$ cat config.mk
export PLATFORM = sky130hd
export DESIGN_NAME = clcr_regs
export DESIGN_NICKNAME = d
export VERILOG_FILES = /design/src/core/clcr_pkg.sv /design/src/core/clcr_regs.sv
export SDC_FILE = /design/constraint.sdc
export NUM_CORES = 1
export LEC_CHECK = 0
export ABC_CLOCK_PERIOD_IN_PS = 3600
export BUFFER_PORTS_ARGS = -buffer_cell sky130_fd_sc_hd__buf_2
export CAP_MARGIN = 30
export CORE_MARGIN = 1
export CORE_UTILIZATION = 35
export CTS_CLUSTER_SIZE = 24
export DETAILED_ROUTE_END_ITERATION = 7
export PLACE_DENSITY_LB_ADDON = 0.2
export SYNTH_ARGS = -nofsm -noshare
export SYNTH_HDL_FRONTEND = slang
export SYNTH_SLANG_ARGS = --single-unit
$ cat constraint.sdc
create_clock -name i_clock -period 3.6 [get_ports i_clock]
set_clock_uncertainty 0.1 [all_clocks]
set_input_delay 0.36 -clock i_clock [delete_from_list [all_inputs] [get_ports i_clock]]
set_output_delay 0.36 -clock i_clock [all_outputs]
set_load 0.02 [all_outputs]
$ cat src/core/clcr_pkg.sv
// Package for the conduction, current limit and loop resistor register bank
package clcr_pkg;

    // ------------------------------------------------------------------
    // Register map (printed offsets are indices, byte address = 4 * index)
    // ------------------------------------------------------------------
    localparam logic [7:0] CLCR_IDX_LIMITS   = 8'h05;
    localparam logic [7:0] CLCR_IDX_LOOP_RES = 8'h06;
    localparam logic [7:0] CLCR_RST_LIMITS   = 8'h00;
    localparam logic [7:0] CLCR_RST_LOOP_RES = 8'h00;

    // ------------------------------------------------------------------
    // Field positions
    // ------------------------------------------------------------------
    localparam int CLCR_FCCM_BIT   = 7;
    localparam int CLCR_REV_BIT    = 6;
    localparam int CLCR_VALLEY_LSB = 3;
    localparam int CLCR_PEAK_LSB   = 0;
    localparam int CLCR_FB_LSB     = 5;
    localparam int CLCR_LOOP_LSB   = 0;

    // ------------------------------------------------------------------
    // Field value mapping
    // ------------------------------------------------------------------
    localparam logic [3:0] CLCR_VALLEY_BASE_A = 4'h1;
    localparam logic [3:0] CLCR_PEAK_BASE_A   = 4'h2;
    localparam logic [8:0] CLCR_FB_BASE_KOHM  = 9'h032;
    localparam logic [8:0] CLCR_FB_STEP_KOHM  = 9'h01e;

    // Loop resistor table in kilohms, entry n is code n
    localparam logic [31:0][11:0] CLCR_LOOP_KOHM = {
        12'd3877, 12'd3753, 12'd3630, 12'd3506,
        12'd3383, 12'd3259, 12'd3136, 12'd3012,
        12'd2889, 12'd2766, 12'd2642, 12'd2519,
        12'd2395, 12'd2272, 12'd2148, 12'd2025,
        12'd1902, 12'd1778, 12'd1655, 12'd1531,
        12'd1408, 12'd1284, 12'd1161, 12'd1038,
        12'd914,  12'd791,  12'd667,  12'd544,
        12'd420,  12'd297,  12'd173,  12'd50
    };

    // ------------------------------------------------------------------
    // Bus answers
    // ------------------------------------------------------------------
    localparam logic [1:0] CLCR_RESP_OKAY   = 2'b00;
    localparam logic [1:0] CLCR_RESP_SLVERR = 2'b10;

    // Whole state of the register bank
    typedef struct packed {
        logic        aw_full;
        logic [7:0]  aw_idx;
        logic        w_full;
        logic [7:0]  w_data;
        logic        w_lane0;
        logic        bvalid;
        logic [1:0]  bresp;
        logic        rvalid;
        logic [7:0]  rdata;
        logic [1:0]  rresp;
        logic [7:0]  limits;
        logic [7:0]  loop_res;
    } clcr_state_t;

endpackage

$ cat src/core/clcr_regs.sv
// AXI4-Lite register bank for conduction mode, current limits, loop resistors
`timescale 1ns/100ps
`default_nettype none

// Behaviour
// RULE1 - Bit 7 picks DCM (0) or FCCM (1)
// RULE2 - Valley n+1 amperes, invalid above peak
// RULE3 - Peak code n gives n+2 amperes
// RULE4 - Feedback resistor is 50k plus 30k per code
// RULE5 - Loop resistor from 32-entry table, 50k to 3877k
// RULE6 - Every bit of both registers read/write
// RULE7 - Reads return last write, outputs follow writes
module clcr_regs
    import clcr_pkg::*;
#(
    parameter int ADDR_WIDTH = 8
) (
    input  wire logic                  i_clock,
    input  wire logic                  i_sys_rst,
    input  wire logic [ADDR_WIDTH-1:0] i_awaddr,
    input  wire logic                  i_awvalid,
    output logic                       o_awready,
    input  wire logic [31:0]           i_wdata,
    input  wire logic [3:0]            i_wstrb,
    input  wire logic                  i_wvalid,
    output logic                       o_wready,
    output logic [1:0]                 o_bresp,
    output logic                       o_bvalid,
    input  wire logic                  i_bready,
    input  wire logic [ADDR_WIDTH-1:0] i_araddr,
    input  wire logic                  i_arvalid,
    output logic                       o_arready,
    output logic [31:0]                o_rdata,
    output logic [1:0]                 o_rresp,
    output logic                       o_rvalid,
    input  wire logic                  i_rready,
    output logic                       o_forced_continuous_select,
    output logic                       o_reverse_limit_bit,
    output logic [2:0]                 o_valley_limit_code,
    output logic [3:0]                 o_valley_limit_amps,
    output logic                       o_valley_limit_valid,
    output logic [2:0]                 o_peak_limit_code,
    output logic [3:0]                 o_peak_limit_amps,
    output logic [2:0]                 o_feedback_resistor_code,
    output logic [8:0]                 o_feedback_resistor_kohm,
    output logic [4:0]                 o_loop_resistor_code,
    output logic [11:0]                o_loop_resistor_kohm
);

    // ------------------------------------------------------------------
    // Elaboration check
    // ------------------------------------------------------------------
    // The two words sit at byte 0x14 and 0x18, so at least 5 bits are needed
    if (ADDR_WIDTH < 5 || ADDR_WIDTH > 32) begin : g_bad_width
        $error("clcr_regs: ADDR_WIDTH must lie between 5 and 32");
    end

    // ------------------------------------------------------------------
    // Address decode
    // ------------------------------------------------------------------
    // Word index of a byte address; bits above index 255 make it unmapped
    function automatic logic [8:0] word_index(
        input logic [ADDR_WIDTH-1:0] addr
    );
        logic [31:0] wide;
        wide = 32'h0000_0000;
        wide[ADDR_WIDTH-1:0] = addr;
        if (wide[31:10] != 22'h0)
            word_index = 9'h100;
        else
            word_index = {1'b0, wide[9:2]};
    endfunction

    // Map an index onto a one-hot register select, zero when unmapped
    function automatic logic [1:0] reg_select(input logic [8:0] idx);
        reg_select = 2'b00;
        if (idx == {1'b0, CLCR_IDX_LIMITS})
            reg_select = 2'b01;
        else if (idx == {1'b0, CLCR_IDX_LOOP_RES})
            reg_select = 2'b10;
    endfunction

    clcr_state_t state_reg;
    clcr_state_t state_next;

    logic       aw_hs;
    logic       w_hs;
    logic       ar_hs;
    logic       wr_fire;
    logic [7:0] wr_idx;
    logic [7:0] wr_data;
    logic       wr_lane0;
    logic [1:0] wr_sel;
    logic [1:0] rd_sel;
    logic [8:0] rd_idx;
    logic [8:0] aw_idx_wide;

    // ------------------------------------------------------------------
    // Handshakes
    // ------------------------------------------------------------------
    // Each channel is held until the response drains, one write at a time
    assign o_awready = !state_reg.aw_full && !state_reg.bvalid;
    assign o_wready  = !state_reg.w_full && !state_reg.bvalid;
    assign o_arready = !state_reg.rvalid;
    assign aw_hs     = i_awvalid && o_awready;
    assign w_hs      = i_wvalid && o_wready;
    assign ar_hs     = i_arvalid && o_arready;

    // Held items win over fresh ones; either may come first
    assign aw_idx_wide = word_index(i_awaddr);
    assign wr_idx   = state_reg.aw_full ? state_reg.aw_idx
                    : aw_idx_wide > 9'h0ff ? 8'hff
                    : aw_idx_wide[7:0];
    assign wr_data  = state_reg.w_full ? state_reg.w_data : i_wdata[7:0];
    assign wr_lane0 = state_reg.w_full ? state_reg.w_lane0 : i_wstrb[0];
    assign wr_fire  = (state_reg.aw_full || aw_hs)
                   && (state_reg.w_full || w_hs);
    assign wr_sel   = reg_select({1'b0, wr_idx});
    assign rd_idx   = word_index(i_araddr);
    assign rd_sel   = reg_select(rd_idx);

    // ------------------------------------------------------------------
    // Next state
    // ------------------------------------------------------------------
    always_comb begin
        state_next = state_reg;
        if (aw_hs) begin
            state_next.aw_full = 1'b1;
            state_next.aw_idx  = wr_idx;
        end
        if (w_hs) begin
            state_next.w_full  = 1'b1;
            state_next.w_data  = i_wdata[7:0];
            state_next.w_lane0 = i_wstrb[0];
        end
        // Commit when both halves are in; only byte lane 0 holds data
        if (wr_fire) begin
            state_next.aw_full = 1'b0;
            state_next.w_full  = 1'b0;
            state_next.bvalid  = 1'b1;
            state_next.bresp   = (wr_sel != 2'b00) ? CLCR_RESP_OKAY
                                                   : CLCR_RESP_SLVERR;
            if (wr_lane0 && wr_sel[0])
                state_next.limits = wr_data;     // RULE6 RULE7
            if (wr_lane0 && wr_sel[1])
                state_next.loop_res = wr_data;   // RULE6 RULE7
        end
        if (state_reg.bvalid && i_bready)
            state_next.bvalid = 1'b0;
        // Reads answer one cycle after the address is taken
        if (ar_hs) begin
            state_next.rvalid = 1'b1;
            state_next.rresp  = (rd_sel != 2'b00) ? CLCR_RESP_OKAY
                                                  : CLCR_RESP_SLVERR;
            case (rd_sel)
                2'b01:   state_next.rdata = state_reg.limits;   // RULE7
                2'b10:   state_next.rdata = state_reg.loop_res; // RULE7
                default: state_next.rdata = 8'h00;
            endcase
        end else if (state_reg.rvalid && i_rready) begin
            state_next.rvalid = 1'b0;
        end
    end

    // ------------------------------------------------------------------
    // State register
    // ------------------------------------------------------------------
    always_ff @(posedge i_clock) begin
        if (i_sys_rst) begin
            state_reg          <= '0;
            state_reg.limits   <= CLCR_RST_LIMITS;
            state_reg.loop_res <= CLCR_RST_LOOP_RES;
        end else begin
            state_reg <= state_next;
        end
    end

    // ------------------------------------------------------------------
    // Bus outputs
    // ------------------------------------------------------------------
    assign o_bvalid = state_reg.bvalid;
    assign o_bresp  = state_reg.bresp;
    assign o_rvalid = state_reg.rvalid;
    assign o_rresp  = state_reg.rresp;
    assign o_rdata  = {24'h00_0000, state_reg.rdata};

    // ------------------------------------------------------------------
    // Settings to the power stage
    // ------------------------------------------------------------------
    // Fields are slices of the stored bytes, so they move with the write
    assign o_forced_continuous_select =
        state_reg.limits[CLCR_FCCM_BIT];                         // RULE1
    assign o_reverse_limit_bit = state_reg.limits[CLCR_REV_BIT];
    assign o_valley_limit_code =
        state_reg.limits[CLCR_VALLEY_LSB +: 3];
    assign o_peak_limit_code = state_reg.limits[CLCR_PEAK_LSB +: 3];
    assign o_valley_limit_amps =
        {1'b0, o_valley_limit_code} + CLCR_VALLEY_BASE_A;        // RULE2
    assign o_peak_limit_amps =
        {1'b0, o_peak_limit_code} + CLCR_PEAK_BASE_A;            // RULE3
    // A valley setting above the peak is flagged so the stage ignores it
    assign o_valley_limit_valid =
        (o_valley_limit_amps <= o_peak_limit_amps);              // RULE2
    assign o_feedback_resistor_code =
        state_reg.loop_res[CLCR_FB_LSB +: 3];
    assign o_feedback_resistor_kohm = CLCR_FB_BASE_KOHM
        + CLCR_FB_STEP_KOHM * {6'h00, o_feedback_resistor_code}; // RULE4
    assign o_loop_resistor_code = state_reg.loop_res[CLCR_LOOP_LSB +: 5];
    // Steps are not exactly uniform, hence a table rather than arithmetic
    assign o_loop_resistor_kohm =
        CLCR_LOOP_KOHM[o_loop_resistor_code];                    // RULE5
endmodule

`default_nettype wire

[Yosys cells after proc, flatten, opt, wreduce, memory -nomap -nowiden]
Memory sizes are Yosys's and may differ from the RTL's. A register that Yosys moved wholly into a read port is not among the register bits.
Index checks and enable logic that the tools add are counted.
Storage, ports and cells
  bits in registers: 49
  ROM bits: 384
  input port bits: 59
  output and inout port bits: 87
  logic and storage cells: 65
  memories kept: 1
Memories
  (name not given): depth 32, width 12, read ports 1, clocked after Yosys merged registers in 1, wr ports 0, RTL line clcr_regs.sv:211  | CLCR_LOOP_KOHM[o_loop_resistor_code];
Operators by class
  add/subtract/negate cells: 3
  multipliers: 1
  $lt $le $gt $ge: 3
  equal/unequal tests: 6
  multiplexer cells: 16
  reduce and logical (&&, ||, !) cells: 23
Operators with widths (count)
  $mux W8: 3
  $eq A8 B3 Y1 const B: 2
  $pmux W8 S2: 1
  $eq A6 B3 Y1 const B: 2
  $mux W12: 1
  $mux W2: 6
  $logic_and A1 B1 Y1: 10
  $mux W5: 2
  $add A6 B8 Y9 const A: 1
  $gt A6 B8 Y1 const B: 1
  $mul A4 B3 Y7 const A: 1
  $lt A5 B6 Y1 const B: 1
  $reduce_bool A2 Y1: 3
  $add A3 B1 Y4 const B: 1
  $add A3 B2 Y4 const B: 1
  $le A4 B4 Y1: 1
  $logic_not A1 Y1: 4
  $reduce_and A2 Y1: 2
  $reduce_or A2 Y1: 2
  $mux W1: 3
  $eq A2 B1 Y1 const B: 1
  $eq A2 B2 Y1 const B: 1
  $logic_or A1 B1 Y1: 2

[Logic depth before layout (Yosys ltp)]
Gate-level depths: netlist (run 1).
  word-level depth: 10
  mapped depth: 12
  mapped depth without buffers: 10

[Least setup slack after synthesis (run 1)]
Ideal clock, no wire load.
  path type: flip-flop to output port
  from: register state_reg (netlist bit o_feedback_resistor_code[0])
  to: output o_feedback_resistor_kohm[8]
  arrival time: 2462 ps
  path slack: 678 ps
  cell stages (with the launch flop): 8
  path buffers: 0
  path through: dfxtp_1 -> fa_1 -> ha_1 -> inv_1 -> fa_1 -> xor2_1 -> nor2_1 -> nor3b_1
Between the ends
  longest elaborated chain between the ends: 2
Ends and longest elaborated chain
  from (decl): RTL line clcr_regs.sv:83  | clcr_state_t state_reg;
  from (signal assigned): RTL line clcr_regs.sv:174  | state_reg <= state_next;
  $mul A4 B3 Y7: RTL line clcr_regs.sv:207  | + CLCR_FB_STEP_KOHM * {6'h00, o_feedback_resistor_code};
  $add A6 B8 Y9: RTL line clcr_regs.sv:207
  to (decl): RTL line clcr_regs.sv:45  | output logic [8:0] o_feedback_resistor_kohm,
No other way between the ends.

[Worst setup path in the final report (run 1)]
  from: register state_reg (netlist bit o_feedback_resistor_code[1])
  to: output o_feedback_resistor_kohm[8]
The elaborated chain is that of the path after synthesis.

==> results of run 1 <==
layout make-up:
cell class / instances / share of cell area
clock buffer: 14 / 0.0395
sequential: 59 / 0.287
multi-input combinational: 274 / 0.488
clock inverter: 2 / 0.00243
timing repair buffer: 96 / 0.122
inverter: 21 / 0.0198
tap: 136 / 0.0413
cell families (layout without fill, tap and decap cells):
group,after synthesis,in the layout,share of synthesized area
AOI/OAI and AO/OA,80,80,0.170
adders and majority gates,24,24,0.0879
xor gates and xnor gates,12,12,0.0286
other,1,27,0.00102
DFF,59,59,0.322
muxes,33,33,0.0940
and+or+nand+nor,98,98,0.138
buffers and inverters,93,133,0.159
final timing paths:
kind | start | to | slack (ns) | cells after the start
worst max-delay path | o_feedback_resistor_code[1]$_SDFFE_PP0N_ | o_feedback_resistor_kohm[8] | 0.42 | 8
worst min-delay path | i_rready | o_rvalid$_SDFFE_PP0P_ | 0.11 | 2
worst max register to register | state_reg[48]$_SDFFE_PP0P_ | o_loop_resistor_kohm[3]$_DFF_P_ | 0.43 | 8
worst min register to register | state_reg[46]$_SDFFE_PP0P_ | state_reg[46]$_SDFFE_PP0P_ | 0.39 | 1
cells in the final DEF (no fill, tap or decap), drive strengths merged, types with 2 or more instances in the layout:
master,count
nand3,3
nor2b,2
nor4b,2
o21a,3
nor3,9
dfxtp,59
fa,3
xnor2,7
a2111oi,2
conb,27
a41oi,4
clkinv,2
nor3b,6
a22oi,8
a211oi,27
nand2,9
nand2b,3
nor2,54
mux2,2
inv,21
mux2i,31
buf,96
a21oi,9
ha,21
o21ai,11
clkbuf,14
o211a,2
a31oi,4
xor2,5
and2,4
power groups by stage:
stage | clock network, uW | registers (uW) | logic [uW]
6_report | 534 | 704 | 225
5_1_grt | 588 | 708 | 247
4_1_cts | 557 | 704 | 227
3_5_place_dp | 0 | 719 | 226
3_3_place_gp | 0 | 718 | 222
2_1_floorplan | 0 | 714 | 205
layer usage:
layer	vias up	global-route usage
li1	1440	-
met1	1325	0.186
met2	92	0.236
met3	7	0.0363
met4	2	0.0714
met5	-	0
per-stage QoR:
stage	cells	power, uW	worst slack (ns)	hold slack [ns]
floorplan	426	918	0.678	0.352
global placement	585	939	0.466	0.368
detailed placement	586	945	0.416	0.380
CTS	602	1490	0.383	0.0918
global route	602	1540	0.102	0.0998
finish	602	1460	0.419	0.110
==> impl_results.md, run 1 <==
- Final design utilization: 0.402
- Comb power frac: 0.154
- Max Used Layer: met5
- Core Area: 10200 um2
- TritonRoute pass-1 iters: 4
- Delay-heaviest family, CP: adder cells
- Req. time, crit path: 3.14 ns
- Hold Buf Count CTS: 0
- Wire length per cell: 12.8 um
- Worst skew pair latency: 0.33 ns
- Status: finished, final reports clean
- DRC: 0
- Final #Nets: 544
- DR iter-0 viols: 94
- Crit path buf inv count: 2
- Top cell type's share of synthesized area: 0.322
- VDD IR max: 0.163 mV
- Maximum clock path buffer count: 2
- Postcts setup bufs: 0
- Crit path kind: flop to output pin
- GPL Wtd Cong: 0.796
- Async set-or-reset flop fraction in the synthesized netlist: 0
- Row cnt: 37
- Max Clock Freq: 314 MHz
- Arrival @ worst endpoint: 2.72 ns
- Period utilization: 0.884
- Final Hold Vio Count: 0
- Routed Antenna Nets: 0
- Reg area: 1180 um2
- Drt total wl: 7.72 mm
- WL met3: 435 um
- Root buffer cell: clkbuf_8
- Die width: 104 um
- Top FF cell, synth: dfxtp_1
- Synth cell count leaders: 59 x dfxtp_1, 54 x buf_4, 53 x nor2_1, 30 x mux2i_1, 26 x a211oi_1
- Synth Instances: 400
- Final HPWL from detailed placement: 5.78 mm
- TritonCTS Buffers: 9
- Multi-input gate area: 2010 um2
- Final Max Tran Viols: 0
- Switching Fraction: 0.281
- Post-synthesis cell area: 3670 um2
- Placed instance area: 3950 um2
- Reg clk slew, reported paths: 0.07 ns
- Die area: 10900 um2
- Yosys reg bits: 59
- Max-slew headroom: 0.387
- Met2 Wirelength: 3.67 mm
- Post-synth EDFFs: 0
- Yosys cell types: 60
- Resized Gates After CTS: 0
- Initial antenna violation count: 1
- Antenna cells: 0
- Sequential share of power: 0.481
- Largest net degree at the start of global routing: 42
- Setup Viol. Count Final: 0
- Setup TNS: 0 ns
- Total track usage: 0.148
- Sequential cell area fraction in the yosys report: 0.322
- First-pass GRT wire length: 12.8 mm
- Slowest stage delay, CP: 0.59 ns
- Max Cap Viol: 0
- CTS tree: built
- Clock power share: 0.365
- RSZ-0062 raised after global routing: no
- Vias per std cell: 4.76
- P_sw: 411 uW
- Share of layout cells above drive strength 1: 0.288
- PortBufs: 87
- CP Cell Sequence: fa_1, ha_1, inv_1, fa_1, xor2_1, nor2_1, nor3b_1, buf_2
- Worst slew pin tran: 0.915 ns
- Warnings, synthesis: 0
- H-tree depth: 3
- Vias in the first global route: 2566
- Die Y: 104 um
- Top-count cell post-synth: dfxtp_1
- Leak Pwr: 0.00187 uW
- Fillers: 1046
- Type of origin of the critical path: flop
- Critical path fanouts, max: 7
- CP endpoint kind: output pin
- Wire length on met1: 3.53 mm
- Synth top area cells: dfxtp_1 32%, buf_4 11%, mux2i_1 8.2%, ha_1 7.2%, nor2_1 5.4%
- Most frequent CP cell: fa_1
- Clock sink total: 59
- Routed vias: 2866
- Remaining Overflow, GRT: 0
- Leading area contributor after synthesis: dfxtp_1
- Initial core utilization: 0.359
- Max FFs per register: 19
- Final Cell Area: 4120 um2
- Int Power: 1050 uW
- Tmin final: 3.18 ns
- Layout area overhead: 12.1%
- Worst min path class: input pin to flop
- Max stage delay cell, worst path: fa_1
- Power per Cell Area: 355 nW/um2
- Ports: 146
- Avg Cell Area, Syn: 9.18 um2
(Power assumes the default switching activity.)
==> run 2: changes to the inputs <==
- ABC_CLOCK_PERIOD_IN_PS: 3600 -> 2700
- CELL_PAD_IN_SITES_DETAIL_PLACEMENT: not set -> 2
- CELL_PAD_IN_SITES_GLOBAL_PLACEMENT: not set -> 2
- CORE_UTILIZATION: 35 -> 25
- clock period: 3.6 -> 2.7 ns (I/O delays scaled with it)
==> run 2 against run 1 <==
The flow now finishes with violations (setup timing). First-iteration DRC count fell by 14%. Sequential power rose by 33%. Clock power rose by 120%. Routed wire length rose by 41%. Cell count rose by 13%. Sequential share of layout area fell by 4.2 points. Global-route usage fell by 0.24 points. Sequential cell count did not move. Worst hold slack got worse by 0.092 ns.
==> impl_results.md, run 2 (synthesis gave the netlist of run 1 again) <==
- Non-Filler Instances: 683
- VDD IR max: 0.270 mV
- Req. time, crit path: 2.33 ns
- Status: finished with violations
- RSZ-0062 raised after global routing: yes
- Clock sink total: 59
- Die width: 123 um
- Slowest stage delay, CP: 0.57 ns
- H-tree depth: 3
- Final Hold Vio Count: 0
- Core Area: 14100 um2
- Crit path buf inv count: 2
- Setup Viol. Count Final: 5
- Largest net degree at the start of global routing: 36
- CTS tree: built
- Routed vias: 3120
- Initial core utilization: 0.261
- Most common cell after layout, fill and taps aside: buf_2
- Max Clock Freq: 342 MHz
- Vias in the first global route: 3235
- TritonRoute pass-1 iters: 4
- Leak Pwr: 0.00219 uW
- Type of origin of the critical path: flop
- Die Y: 123 um
- Most frequent cells in the layout: 82 x buf_2, 55 x dfxtp_1, 51 x nor2_1, 41 x buf_4
- Pre-CTS setup slack: -0.0252 ns
- Vias per std cell: 4.57
- Tmin final: 2.92 ns
- Row cnt: 43
- Max FFs per register: 19
- Worst min path class: input pin to flop
- CP Cell Sequence: fa_1, ha_2, inv_2, fa_2, nand2_2, o21ai_2, xor2_1, buf_4
- Wire length per cell: 15.9 um
- Ports: 146
- Final #Nets: 581
- Worst slew pin tran: 0.640 ns
- GPL Wtd Cong: 0.710
- Crit path kind: flop to output pin
- Delay-heaviest family, CP: adder cells
- Total track usage: 0.146
- Die area: 15200 um2
- Maximum clock path buffer count: 2
- Power per Cell Area: 508 nW/um2
- Antenna cells: 0
- Routed Antenna Nets: 0
- Max-slew headroom: 0.571
- Final HPWL from detailed placement: 7.89 mm
- Initial antenna violation count: 0
- Drt total wl: 10.9 mm
- Worst skew pair latency: 0.34 ns
- TritonCTS Buffers: 9
- DRC: 0
- Critical path fanouts, max: 3
- DR iter-0 viols: 81
- Period utilization: 1.08
- Max Cap Viol: 0
- Fin worst setup slack: -0.221 ns
- Share of layout cells above drive strength 1: 0.406
- Final Max Tran Viols: 0
- Failing checks: setup timing
- PortBufs: 87
- Inst Count DP: 656
- Layout area overhead: 31.9%
- Remaining Overflow, GRT: 0
- CP endpoint kind: output pin
- Root buffer cell: clkbuf_16
- First-pass GRT wire length: 16.6 mm
- Final design utilization: 0.344
- Reg clk slew, reported paths: 0.06 ns
- Max stage delay cell, worst path: fa_1
- Arrival @ worst endpoint: 2.55 ns
## run 2: stage by stage
| step | total power, uW | setup TNS [ns] | hold WS, ns | cell area, um2 |
|---|---|---|---|---|
| finish | 2460 | -0.920 | 0.0181 | 4840 |
| global route | 2580 | -1.48 | 0.00562 | 4840 |
| CTS | 2500 | -1.02 | 0.00101 | 4620 |
| detailed placement | 1290 | -0.0252 | 0.365 | 4240 |
| global placement | 1280 | 0 | 0.362 | 4240 |
| floorplan | 1220 | 0 | 0.270 | 3780 |
## run 2: timing repair
action / 4_1_cts / 5_1_grt
pin swaps: 8 / 15
hold buffers: 0 / 0
endpoints found under the setup margin: 6 / 14
buffers inserted: 2 / 9
gates resized for setup: 17 / 35
## run 2: cell type report
cell class | count | area [um2]
clock buffers | 10 | 239
clock inverters | 6 | 65.1
fillers | 1577 | 9250
inverters | 21 | 83.8
multi-input cells | 274 | 2180
flip-flops and latches | 59 | 1190
well taps | 180 | 225
repair buffers | 133 | 861
## run 2: worst paths after layout
path,startpoint,endpoint,slack (ns),cells past startpoint
worst max-delay path,o_feedback_resistor_code[0]$_SDFFE_PP0N_,o_feedback_resistor_kohm[7],-0.22,8
worst min-delay path,i_rready,o_rvalid$_SDFFE_PP0P_,0.02,2
worst max register to register,state_reg[48]$_SDFFE_PP0P_,o_loop_resistor_kohm[2]$_DFF_P_,0.09,11
worst min register to register,state_reg[46]$_SDFFE_PP0P_,state_reg[46]$_SDFFE_PP0P_,0.39,1
## run 2: where the power goes
part	switching (uW)	internal [uW]
Clock	442	739
Sequential	25.6	910
Combinational	212	134
## run 2: per-layer routing
layer | track usage | wire [um]
met5 | 0 | 0
met4 | 0.0520 | 121
met3 | 0.0364 | 496
met2 | 0.250 | 5460
met1 | 0.175 | 4780
